<file path="src/rtl/cidp_pkg.sv">
package cidp_pkg;

   // Register indexes of the transmit identifier bytes; the byte address is four times
   // the index, so each identifier byte sits alone in one aligned word.
   localparam logic [5:0] CIDP_OFS_TX_ID0   = 6'h00;
   localparam logic [5:0] CIDP_OFS_TX_ID1   = 6'h01;
   localparam logic [5:0] CIDP_OFS_TX_ID2   = 6'h02;
   localparam logic [5:0] CIDP_OFS_TX_ID3   = 6'h03;
   localparam logic [5:0] CIDP_OFS_RX_BASE  = 6'h10;
   localparam logic [5:0] CIDP_OFS_CTRL     = 6'h20;
   localparam logic [5:0] CIDP_OFS_STATUS   = 6'h24;

   // Field positions inside the identifier bytes.
   localparam int CIDP_SRR_POS  = 4;
   localparam int CIDP_IDE_POS  = 3;
   localparam int CIDP_RTR_POS  = 0;
   localparam int CIDP_STD_RTR_POS = 4;

   // Frame header widths.
   localparam int CIDP_EXT_ID_W   = 29;
   localparam int CIDP_STD_ID_W   = 11;
   localparam int CIDP_EXT_HDR_W  = 32;
   localparam int CIDP_STD_HDR_W  = 13;

   // Reset values of the register file.
   localparam logic [7:0] CIDP_BYTE_RST = 8'h00;

   // AXI response codes.
   localparam logic [1:0] CIDP_RESP_OKAY   = 2'h0;
   localparam logic [1:0] CIDP_RESP_SLVERR = 2'h2;

   // Serializer states.
   typedef enum logic [1:0] {CIDP_IDLE, CIDP_SHIFT} cidp_state_t;

endpackage

</file>
<file path="src/rtl/cidp_top.sv">
`timescale 1ns/1ps
// Functional notes
// - Extended header is 32 bits with flags.
// - Standard header is 13 bits with flags.
// - Identifier sent most significant bit first.
// - Smaller identifier value means higher priority.
// - Byte three holds bits six-zero plus RTR.
// - Received SRR stored exactly as sampled.
// - Received IDE reflects received frame format.
// - Transmit IDE selects standard or extended.
// - Received RTR reflects received frame value.
// - Transmit RTR selects data or remote frame.
module cidp_top
   import cidp_pkg::*;
(
   input  wire logic        clock,
   input  wire logic        arst_n,
   input  wire logic [5:0]  s_axi_awaddr,
   input  wire logic        s_axi_awvalid,
   output logic             s_axi_awready,
   input  wire logic [31:0] s_axi_wdata,
   input  wire logic [3:0]  s_axi_wstrb,
   input  wire logic        s_axi_wvalid,
   output logic             s_axi_wready,
   output logic [1:0]       s_axi_bresp,
   output logic             s_axi_bvalid,
   input  wire logic        s_axi_bready,
   input  wire logic [5:0]  s_axi_araddr,
   input  wire logic        s_axi_arvalid,
   output logic             s_axi_arready,
   output logic [31:0]      s_axi_rdata,
   output logic [1:0]       s_axi_rresp,
   output logic             s_axi_rvalid,
   input  wire logic        s_axi_rready,
   output logic             tx_bit,
   output logic             tx_bit_valid,
   output logic             tx_busy,
   input  wire logic        rx_bit,
   input  wire logic        rx_bit_valid,
   input  wire logic        rx_frame_start,
   input  wire logic        rx_frame_end,
   input  wire logic        arb_enable,
   input  wire logic [28:0] arb_other_id,
   output logic             arb_win
);

   ////////////////////////////////////////////////////////////////////////////
   // Register storage.
   // Everything here resets to zero, although software must not rely on it.

   // Identifier bytes: one set that software loads for sending, one that the
   // receive path fills at frame end and software only reads.
   logic [7:0]  tx_id_r [4];
   logic [7:0]  rx_id_r [4];
   logic [31:0] rx_shift_r;
   logic [5:0]  rx_cnt_r;
   logic        rx_full_r;
   logic        tx_start_r;
   // Bus side: one write is held until both of its halves have arrived.
   logic        aw_held_r;
   logic        w_held_r;
   logic [5:0]  aw_addr_r;
   logic [31:0] w_data_r;
   logic [3:0]  w_strb_r;
   // Header serializer state.
   cidp_state_t state_r;
   logic [31:0] tx_shift_r;
   logic [5:0]  tx_cnt_r;

   // Write decode. A write only takes effect once address and data are both
   // held and the previous response has been taken, so a slow master that
   // leaves bready low stalls the next write instead of losing its response.
   logic        wr_go;
   logic [3:0]  wr_idx;
   logic        wr_hit_tx;
   logic        wr_hit_ctrl;
   logic        wr_hit_stat;

   assign wr_go       = aw_held_r && w_held_r && !s_axi_bvalid;
   assign wr_idx      = aw_addr_r[5:2];
   assign wr_hit_tx   = (aw_addr_r[5:4] == 2'h0) && (aw_addr_r[1:0] == 2'h0);
   assign wr_hit_ctrl = (aw_addr_r == CIDP_OFS_CTRL);
   assign wr_hit_stat = (aw_addr_r == CIDP_OFS_STATUS);

   ////////////////////////////////////////////////////////////////////////////
   // Write address and data are caught independently, in either order.
   // While idle the ready toggles every cycle; a master that holds valid is
   // taken within two edges, at the cost of one cycle of latency at worst.

   always_ff @(posedge clock or negedge arst_n) begin
      if (!arst_n) begin
         aw_held_r     <= 1'b0;
         aw_addr_r     <= 6'h00;
         s_axi_awready <= 1'b0;
      end else begin
         s_axi_awready <= !aw_held_r && !s_axi_awready;
         if (s_axi_awvalid && s_axi_awready) begin
            aw_held_r     <= 1'b1;
            aw_addr_r     <= s_axi_awaddr;
            s_axi_awready <= 1'b0;
         end else if (wr_go) begin
            aw_held_r <= 1'b0;
         end
      end
   end

   // Write data channel capture.
   always_ff @(posedge clock or negedge arst_n) begin
      if (!arst_n) begin
         w_held_r     <= 1'b0;
         w_data_r     <= 32'h0000_0000;
         w_strb_r     <= 4'h0;
         s_axi_wready <= 1'b0;
      end else begin
         s_axi_wready <= !w_held_r && !s_axi_wready;
         if (s_axi_wvalid && s_axi_wready) begin
            w_held_r     <= 1'b1;
            w_data_r     <= s_axi_wdata;
            w_strb_r     <= s_axi_wstrb;
            s_axi_wready <= 1'b0;
         end else if (wr_go) begin
            w_held_r <= 1'b0;
         end
      end
   end

   // Write response; unmapped or read-only targets answer with a slave error.
   // The response stands until bready is seen, as the bus requires.
   always_ff @(posedge clock or negedge arst_n) begin
      if (!arst_n) begin
         s_axi_bvalid <= 1'b0;
         s_axi_bresp  <= CIDP_RESP_OKAY;
      end else if (wr_go) begin
         s_axi_bvalid <= 1'b1;
         s_axi_bresp  <= (wr_hit_tx || wr_hit_ctrl || wr_hit_stat) ? CIDP_RESP_OKAY
                                                                   : CIDP_RESP_SLVERR;
      end else if (s_axi_bready) begin
         s_axi_bvalid <= 1'b0;
      end
   end

   ////////////////////////////////////////////////////////////////////////////
   // Transmit identifier bytes. Software is trusted to write SRR as one; the
   // byte is stored as written so a wrong value goes onto the bus visibly.
   // Writes during a transmission are dropped so the header cannot change.

   always_ff @(posedge clock or negedge arst_n) begin
      if (!arst_n) begin
         for (int i = 0; i < 4; i++) begin
            tx_id_r[i] <= CIDP_BYTE_RST;
         end
      end else if (wr_go && wr_hit_tx && w_strb_r[0] && !tx_busy) begin
         tx_id_r[wr_idx[1:0]] <= w_data_r[7:0];
      end
   end

   // Control: bit 0 starts a transmission, ignored while one is running.
   // The start is a one-cycle pulse, so a stale control value never restarts.
   always_ff @(posedge clock or negedge arst_n) begin
      if (!arst_n) begin
         tx_start_r <= 1'b0;
      end else begin
         tx_start_r <= wr_go && wr_hit_ctrl && w_strb_r[0] && w_data_r[0] && !tx_busy;
      end
   end

   ////////////////////////////////////////////////////////////////////////////
   // Header serializer. The header is assembled by format and shifted out
   // most significant bit first so identifier bit 28 (or 10) leads.

   logic [31:0] tx_hdr;
   logic        tx_ext;

   assign tx_ext = tx_id_r[1][CIDP_IDE_POS];
   // Extended: ID[28:18], SRR, IDE, ID[17:0], RTR (32 bits).
   // Standard: ID[10:0], RTR, IDE (13 bits), left aligned.
   assign tx_hdr = tx_ext ?
      {tx_id_r[0], tx_id_r[1][7:5], tx_id_r[1][CIDP_SRR_POS], tx_id_r[1][CIDP_IDE_POS],
       tx_id_r[1][2:0], tx_id_r[2], tx_id_r[3][7:1], tx_id_r[3][CIDP_RTR_POS]}
      : {tx_id_r[0], tx_id_r[1][7:5], tx_id_r[1][CIDP_STD_RTR_POS],
         tx_id_r[1][CIDP_IDE_POS], 19'h00000};
   // Standard frames leave the low 19 bits zero; they are never shifted out.

   // One header bit leaves per clock. Busy stays high until the cycle after
   // the last bit, so it covers every cycle in which tx_bit_valid is high.
   always_ff @(posedge clock or negedge arst_n) begin
      if (!arst_n) begin
         state_r      <= CIDP_IDLE;
         tx_shift_r   <= 32'h0000_0000;
         tx_cnt_r     <= 6'h00;
         tx_bit       <= 1'b1;
         tx_bit_valid <= 1'b0;
         tx_busy      <= 1'b0;
      end else begin
         case (state_r)
            CIDP_IDLE: begin
               tx_bit       <= 1'b1;
               tx_bit_valid <= 1'b0;
               tx_busy      <= 1'b0;
               if (tx_start_r) begin
                  state_r    <= CIDP_SHIFT;
                  tx_shift_r <= tx_hdr;
                  tx_cnt_r   <= tx_ext ? 6'(CIDP_EXT_HDR_W) : 6'(CIDP_STD_HDR_W);
                  tx_busy    <= 1'b1;
               end
            end
            CIDP_SHIFT: begin
               tx_bit       <= tx_shift_r[31];
               tx_bit_valid <= 1'b1;
               tx_shift_r   <= {tx_shift_r[30:0], 1'b0};
               tx_cnt_r     <= tx_cnt_r - 6'h01;
               if (tx_cnt_r == 6'h01) begin
                  state_r <= CIDP_IDLE;
               end
            end
            default: begin
               state_r <= CIDP_IDLE;
               tx_busy <= 1'b0;
            end
         endcase
      end
   end

   ////////////////////////////////////////////////////////////////////////////
   // Arbitration compare: the lower identifier value wins the bus.

   // A standard identifier is compared zero-extended; frames of mixed format
   // are not ranked the way the bus itself would rank them.
   logic [28:0] own_id;

   assign own_id = tx_ext ? {tx_id_r[0], tx_id_r[1][7:5], tx_id_r[1][2:0], tx_id_r[2],
                             tx_id_r[3][7:1]}
                          : {18'h00000, tx_id_r[0], tx_id_r[1][7:5]};

   // The result stands one cycle after each request; a tie counts as a win.
   always_ff @(posedge clock or negedge arst_n) begin
      if (!arst_n) begin
         arb_win <= 1'b0;
      end else begin
         arb_win <= arb_enable && (own_id <= arb_other_id);
      end
   end

   ////////////////////////////////////////////////////////////////////////////
   // Receive capture: bits arrive in bus order and are shifted in. At frame
   // end the header is unpacked by the IDE bit actually received.

   logic [7:0] rx_unp [4];
   logic       rx_ext;

   // Fewer than 32 bits at frame end can only be a standard header.
   // Extended IDE is bit 19 counting from the last of 32; standard IDE is bit 0 of 13.
   assign rx_ext = (rx_cnt_r == 6'(CIDP_EXT_HDR_W)) ? rx_shift_r[19] : 1'b0;

   // Unpack the captured header into the byte layout of its own format. SRR,
   // IDE and RTR are stored exactly as they arrived.
   always_comb begin
      if (rx_ext) begin
         rx_unp[0] = rx_shift_r[31:24];
         rx_unp[1] = {rx_shift_r[23:21], rx_shift_r[20], rx_shift_r[19], rx_shift_r[18:16]};
         rx_unp[2] = rx_shift_r[15:8];
         rx_unp[3] = rx_shift_r[7:0];
      end else begin
         rx_unp[0] = rx_shift_r[12:5];
         rx_unp[1] = {rx_shift_r[4:2], rx_shift_r[1], rx_shift_r[0], 3'h0};
         rx_unp[2] = 8'h00;
         rx_unp[3] = 8'h00;
      end
   end

   // The counter saturates at 32, so extra bits after an extended header are
   // ignored instead of pushing the identifier out of the shift register.
   always_ff @(posedge clock or negedge arst_n) begin
      if (!arst_n) begin
         rx_shift_r <= 32'h0000_0000;
         rx_cnt_r   <= 6'h00;
      end else if (rx_frame_start) begin
         rx_cnt_r <= 6'h00;
      end else if (rx_bit_valid && rx_cnt_r != 6'(CIDP_EXT_HDR_W)) begin
         rx_shift_r <= {rx_shift_r[30:0], rx_bit};
         rx_cnt_r   <= rx_cnt_r + 6'h01;
      end
   end

   // Receive bytes and full flag; a new frame end wins over a software clear.
   // Losing the clear is safe: software sees the flag still set and reads again.
   always_ff @(posedge clock or negedge arst_n) begin
      if (!arst_n) begin
         for (int i = 0; i < 4; i++) begin
            rx_id_r[i] <= CIDP_BYTE_RST;
         end
         rx_full_r <= 1'b0;
      end else if (rx_frame_end) begin
         for (int i = 0; i < 4; i++) begin
            rx_id_r[i] <= rx_unp[i];
         end
         rx_full_r <= 1'b1;
      end else if (wr_go && wr_hit_stat && w_strb_r[0] && w_data_r[1]) begin
         rx_full_r <= 1'b0;
      end
   end

   ////////////////////////////////////////////////////////////////////////////
   // Read channel: one cycle latency from address accept to data.
   // The address is decoded at the accept edge, so rdata shows the register
   // as it stood then, not at the later edge where rready is seen.

   always_ff @(posedge clock or negedge arst_n) begin
      if (!arst_n) begin
         s_axi_arready <= 1'b0;
         s_axi_rvalid  <= 1'b0;
         s_axi_rdata   <= 32'h0000_0000;
         s_axi_rresp   <= CIDP_RESP_OKAY;
      end else begin
         s_axi_arready <= !s_axi_rvalid && !s_axi_arready && !s_axi_arvalid ? 1'b1
                          : (!s_axi_rvalid && !s_axi_arready);
         if (s_axi_arvalid && s_axi_arready) begin
            s_axi_arready <= 1'b0;
            s_axi_rvalid  <= 1'b1;
            s_axi_rresp   <= CIDP_RESP_OKAY;
            if (s_axi_araddr[5:4] == 2'h0 && s_axi_araddr[1:0] == 2'h0) begin
               s_axi_rdata <= {24'h000000, tx_id_r[s_axi_araddr[3:2]]};
            end else if (s_axi_araddr[5:4] == CIDP_OFS_RX_BASE[5:4]
                         && s_axi_araddr[1:0] == 2'h0) begin
               s_axi_rdata <= {24'h000000, rx_id_r[s_axi_araddr[3:2]]};
            end else if (s_axi_araddr == CIDP_OFS_CTRL) begin
               s_axi_rdata <= 32'h0000_0000;
            end else if (s_axi_araddr == CIDP_OFS_STATUS) begin
               s_axi_rdata <= {30'h00000000, rx_full_r, tx_busy};
            end else begin
               s_axi_rdata <= 32'h0000_0000;
               s_axi_rresp <= CIDP_RESP_SLVERR;
            end
         end else if (s_axi_rvalid && s_axi_rready) begin
            s_axi_rvalid <= 1'b0;
         end
      end
   end

endmodule

</file>
<file path="config.mk">
export PLATFORM = sky130hd
export DESIGN_NAME = cidp_top
export DESIGN_NICKNAME = d
export VERILOG_FILES = /design/src/rtl/cidp_pkg.sv /design/src/rtl/cidp_top.sv
export SDC_FILE = /design/constraint.sdc
export NUM_CORES = 1
export LEC_CHECK = 0
export BUFFER_PORTS_ARGS = -buffer_cell sky130_fd_sc_hd__buf_2
export CAP_MARGIN = 0
export CORE_MARGIN = 5
export CORE_UTILIZATION = 30
export DETAILED_ROUTE_END_ITERATION = 10
export GPL_ROUTABILITY_DRIVEN = 0
export MAX_ROUTING_LAYER = met4
export PLACE_DENSITY = 0.59
export SYNTH_ARGS = -nofsm -noshare
export SYNTH_HDL_FRONTEND = slang
export SYNTH_SLANG_ARGS = --single-unit
</file>
<file path="constraint.sdc">
create_clock -name clock -period 3.5 [get_ports clock]
set_input_delay 0.525 -clock clock [delete_from_list [all_inputs] [get_ports clock]]
set_output_delay 0.525 -clock clock [all_outputs]
set_load 0.01 [all_outputs]
</file>
* Yosys cells after proc, flatten, opt, wreduce, memory -nomap -nowiden
Cells that the tools add are included.
** Operators by class
- Mux-type cells :: 49
- Eq/ne operators :: 11
- $lt $le $gt $ge :: 4
- Add/subtract/negate cells :: 2
- Bitwise gates (word level) :: 3
- Reduce and logical (&&, ||, !) cells :: 52
** Operator list (number)
- $mux 32 :: 2
- $pmux 32 s2 :: 1
- $mux 8 :: 7
- $bmux 8 s2 :: 2
- $bwmux 32 :: 1
- $eq 6x6->1 const B :: 5
- $le 29x29->1 :: 1
- $mux 29 :: 1
- $logic_and 1x1->1 :: 26
- $mux 6 :: 4
- $mux 20 :: 1
- $mux 2 :: 9
- $demux 8 s2 :: 1
- $mux 1 :: 15
- $reduce_bool 2->1 :: 7
- $pmux 6 s2 :: 1
- $logic_not 2->1 :: 5
- $logic_not 1->1 :: 9
- $add 6x1->6 const B :: 1
- $eq 6x1->1 const B :: 1
- $ge 3x3->1 const B :: 2
- $ne 6x6->1 const B :: 1
- $not 2->3 :: 2
- $pmux 1 s2 :: 3
- other kinds (8) :: 13
** Storage, ports and cells
- Bits in registers :: 206
- Input bits :: 89
- Output and inout bits :: 45
- Logic and storage cells :: 153

* Depth between registers and ports, before layout
- Word-level depth :: 7
- Gate-level depth with buffers :: 10
- Mapped depth without buffers :: 7

* Worst setup path after synthesis
OpenSTA, ideal clock, no wires.
- Path kind :: register -> register
- Start point :: register tx_id_r, in the netlist tx_ext
- End point :: register arb_win
- Setup time :: 0.127 ns
- Path slack :: 1.141 ns
- Buffers on the path :: 3
- Required time :: 3.373 ns
- Stages on the path, launching flop included :: 10
- Arrival :: 2.232 ns
- Clock period less this slack :: 2.359 ns
- Path through :: dfrtp_1 > clkbuf_1 > clkbuf_1 > clkbuf_1 > and2_1 > ha_1 > nand4_1 > or4_1 > a21oi_1 > o22ai_1
** On the way
- Word-level cells in the longest chain between the ends :: 3
** Ends and longest elaborated chain
- from (decl) :: line cidp_top.sv:53 : logic [7:0] tx_id_r [4];
- from (signal, indexed assignment) :: line cidp_top.sv:153 : tx_id_r[wr_idx[1:0]] <= w_data_r[7:0];
- $mux 29 :: line cidp_top.sv:231 : assign own_id = tx_ext ? {tx_id_r[0], tx_id_r[1][7:5], tx_id_r[1][2:0], tx_id_r[2],
- $le 29x29->1 :: line cidp_top.sv:240 : arb_win <= arb_enable && (own_id <= arb_other_id);
- $logic_and 1x1->1 :: line cidp_top.sv:240
- to (signal assigned) :: line cidp_top.sv:240
- to (decl) :: line cidp_top.sv:44 : output logic arb_win
No other way between the ends.
A chain may end at the register's enable or synchronous reset.

* Worst setup path in the final report
Same ends and word-level chain as after synthesis.

==> impl_results.md <==
* Status: complete, no violations
* Vias in the first global route at 6115
* CTS max path bufs at 2
* Worst Skew at 0.0115 ns
* Worst setup endpoint: arb_win
* Relative slew margins at 0.281
* Die Wd at 183 um
* Reg2reg path depth at 7
* R2R setup slack at 0.96 ns
* Leak pwr at between 0.004 and 0.005 uW
* Area of the mapped netlist at around 9000 um^2
* Required time worst endpoint at 3.80 ns
* Syn_area_per_cell at around 11 um^2
* Unique masters post-synth at 50
* Comb pwr share at 0.194
* Average routed wire per standard cell at ~16 um
* Cts repair resizes at 0
* Int Pwr at 4060 uW
* Clk root buf: clkbuf_16
* Final Max Tran Viols at 0
* CTS Hold Bufs at 0
* Worst Path Arrival at roughly 2.9 ns
* RR Endpoint: arb_win
* Starting Density at 0.304
* CTS tree: yes
* Dpl ws at 0.952 ns
* Antenna cells at 0
* Kind of critical path: flop to flop
* Final critical-path required period at between 2 and 3 ns
* Cell total after placement at about 1200
* Area of the core at 29600 um^2
* Type of the most critical hold path: primary input to asynchronous set/reset pin
* Top-area cell type share of the netlist area at 0.494
* Switch Pwr at 1980 uW
* Synth cell count leaders: dfrtp_1 (178), mux2_2 (81), nand2_1 (81)
* Final setup TNS at 0 ns
* Antenna violations before repair at 0
* Layout cells sized above 1 at 0.269
* Setup slack after layout at around 0.96 ns
* Yosys reg bits at 179
* DIE HEIGHT at ~180 um
* Async SR Flop Fraction at 1.00
* Die area at about 34000 um^2
* CP max-delay cell: dfrtp_1
* Fill cell count at 3001
* Pwr Total at 6040 uW
* Boundary pin count at between 100 and 150
* Reg2reg start: tx_ext
* GRT overflow at 0
* Clock Power Share at 0.311
* Cells after Synth at 808
* # nets final at 999
* Final non-filler cell total at 1280
* DR vias/cell at 4.71
* Setup Viol. Count Final at 0
* First-pass iteration count of the detailed router at 4
* Worst Tran Pin Value at 1.08 ns
* Period utilization at 0.727
* Crit path largest cell delay at 0.96 ns
* Setup crit start kind: flop
* 1st-iter DRT viols at between 300 and 400
* Largest net degree at the start of global routing at 91
* Area contributors post-synth: dfrtp_1 (49%), mux2_2 (10%), mux2i_1 (4.7%)
* H-tree depth at 4
* Drt drc at 0
* Register area share after synthesis at 0.497
* Clk slew on worst S/H paths at around 0.080 ns
* First-pass GRT wire length at 33600 um
* Post-CTS Setup Repair Bufs at 0
* Total area of sequential cells at approximately 4500 um^2
* Layout area overhead at 14.2%
* RSZ-0062 raised after global routing: false
* CP Max Fanout at 31
* Number of port buffers at 80
* Crit-path cells: mux2_2 > ha_1 > nand4_1 > nor3_1 > o21ai_0 > a21oi_1 > o22ai_1
* Num CTS Buffers at 17
* Clk_lat worst skew at between 0.4 and 0.5 ns
* Multi-input gate area at 4040 um^2
* YS warnings at 0
* Worst vdd ir at roughly 0.32 mV
* Flop pwr share at 0.495
* Routed WL at 20600 um
* Max Cap Viol at 0
* Largest area contributor in the synthesized netlist: dfrtp_1
* Top FF cell, synth: dfrtp_1
* Row count at 63
* DR vias at 6025
* Dpl hpwl at 14800 um
* Crit. End Element: flop
* Worst setup path start: tx_ext
* Count leader, synth: dfrtp_1
* CTS sink cnt at around 180
* Count of final hold-check violations at 0
* Number of flops mapped to enable cells by yosys at 0
* Detail Route Antenna Nets at 0
* Gr usage total at 0.130
* Max Freq at 393 MHz
* Power Density at 586 nW/um^2
* Net Sw Frac at 0.328
through the flow:
step / area, um^2 / hold WS, ns / utilization
after floorplan: 9110 / 0.229 / -
after global placement: 9720 / 0.431 / 0.328
after detailed placement: 9720 / 0.430 / 0.328
after CTS: 10300 / 0.155 / 0.347
after global routing: 10300 / 0.170 / 0.347
final: 10300 / 0.117 / 0.347
power groups by stage:
stage	clock network [uW]	logic, uW	registers, uW
after floorplan	0	931	2790
after global placement	0	1160	3020
after detailed placement	0	1190	3030
after CTS	1930	1200	2990
after global routing	2020	1330	3060
final	1880	1170	2990
final cells by class:
| cell class | count | share of cell area |
|---|---|---|
| Inverter | 59 | 0.0215 |
| Sequential cell | 179 | 0.435 |
| Clock buffer | 17 | 0.0413 |
| Clock inverter | 15 | 0.0151 |
| Timing Repair Buffer | 90 | 0.0470 |
| Tap cell | 390 | 0.0474 |
| Multi-Input combinational cell | 530 | 0.392 |
critical path, delay by kind of cell (launching register included):
kind,cells,cell delay (ns)
DFF,1,0.96
and+or+nand+nor,2,0.36
muxes,1,0.42
adders and majority gates,1,0.29
AOI/OAI and AO/OA,3,0.37
kinds of logic (layout without fill, tap and decap cells):
kind of cell    count (synthesis)  after routing  share of synthesized area
buf+inv                       124            181                     0.0658
simple gates                  185            185                      0.101
flops                         179            179                      0.497
compound gates                130            130                     0.0802
fa+ha+maj                      33             33                     0.0458
other cells                     1             26                   0.000416
xor+xnor                        8              8                    0.00777
mux                           148            148                      0.202
state kept, by name, indices dropped and copies added (netlist names), 6 cells and up:
register     flops
aw_addr_r        6
rx_cnt_r         6
rx_id_r         32
rx_shift_r      32
s_axi_rdata      8
tx_cnt_r         6
tx_id_r         31
tx_shift_r      32
w_data_r         8
layout by cell type, fill, tap and decap left out, drive strengths merged, types with 2 or more instances in the layout:
| master | instances |
|---|---|
| a21o | 4 |
| a21oi | 31 |
| a221oi | 2 |
| a31oi | 13 |
| and2 | 18 |
| and3b | 2 |
| and4 | 2 |
| buf | 89 |
| clkbuf | 18 |
| clkinv | 2 |
| clkinvlp | 3 |
| conb | 26 |
| dfrtp | 178 |
| ha | 33 |
| inv | 69 |
| mux2 | 90 |
| mux2i | 42 |
| mux4 | 16 |
| nand2 | 81 |
| nand2b | 4 |
| nand3 | 9 |
| nand3b | 2 |
| nand4 | 11 |
| nor2 | 31 |
| nor2b | 13 |
| nor3 | 4 |
| nor4 | 2 |
| o21ai | 56 |
| o22ai | 20 |
| or4 | 2 |
| xnor2 | 3 |
| xor2 | 5 |
per-layer routing:
| layer | up-vias | part of all wire | global-route usage |
|---|---|---|---|
| met5 | - | 0 | - |
| met4 | 0 | 0.012 | 0.0331 |
| li1 | 2906 | - | - |
| met2 | 126 | 0.48 | 0.206 |
| met3 | 19 | 0.037 | 0.0206 |
| met1 | 2974 | 0.47 | 0.174 |
how the worst min path moves through the flow:
stage / end / slack, ns / cells past startpoint
2_1_floorplan: arb_win / 0.23 / 0
6_report: rx_cnt_r[0] / 0.12 / 1
4_1_cts: rx_cnt_r[0] / 0.16 / 1
3_3_place_gp: s_axi_wready / 0.43 / 1
3_5_place_dp: s_axi_wready / 0.43 / 1
5_1_grt: rx_cnt_r[0] / 0.17 / 1
(Power assumes the default switching activity.)
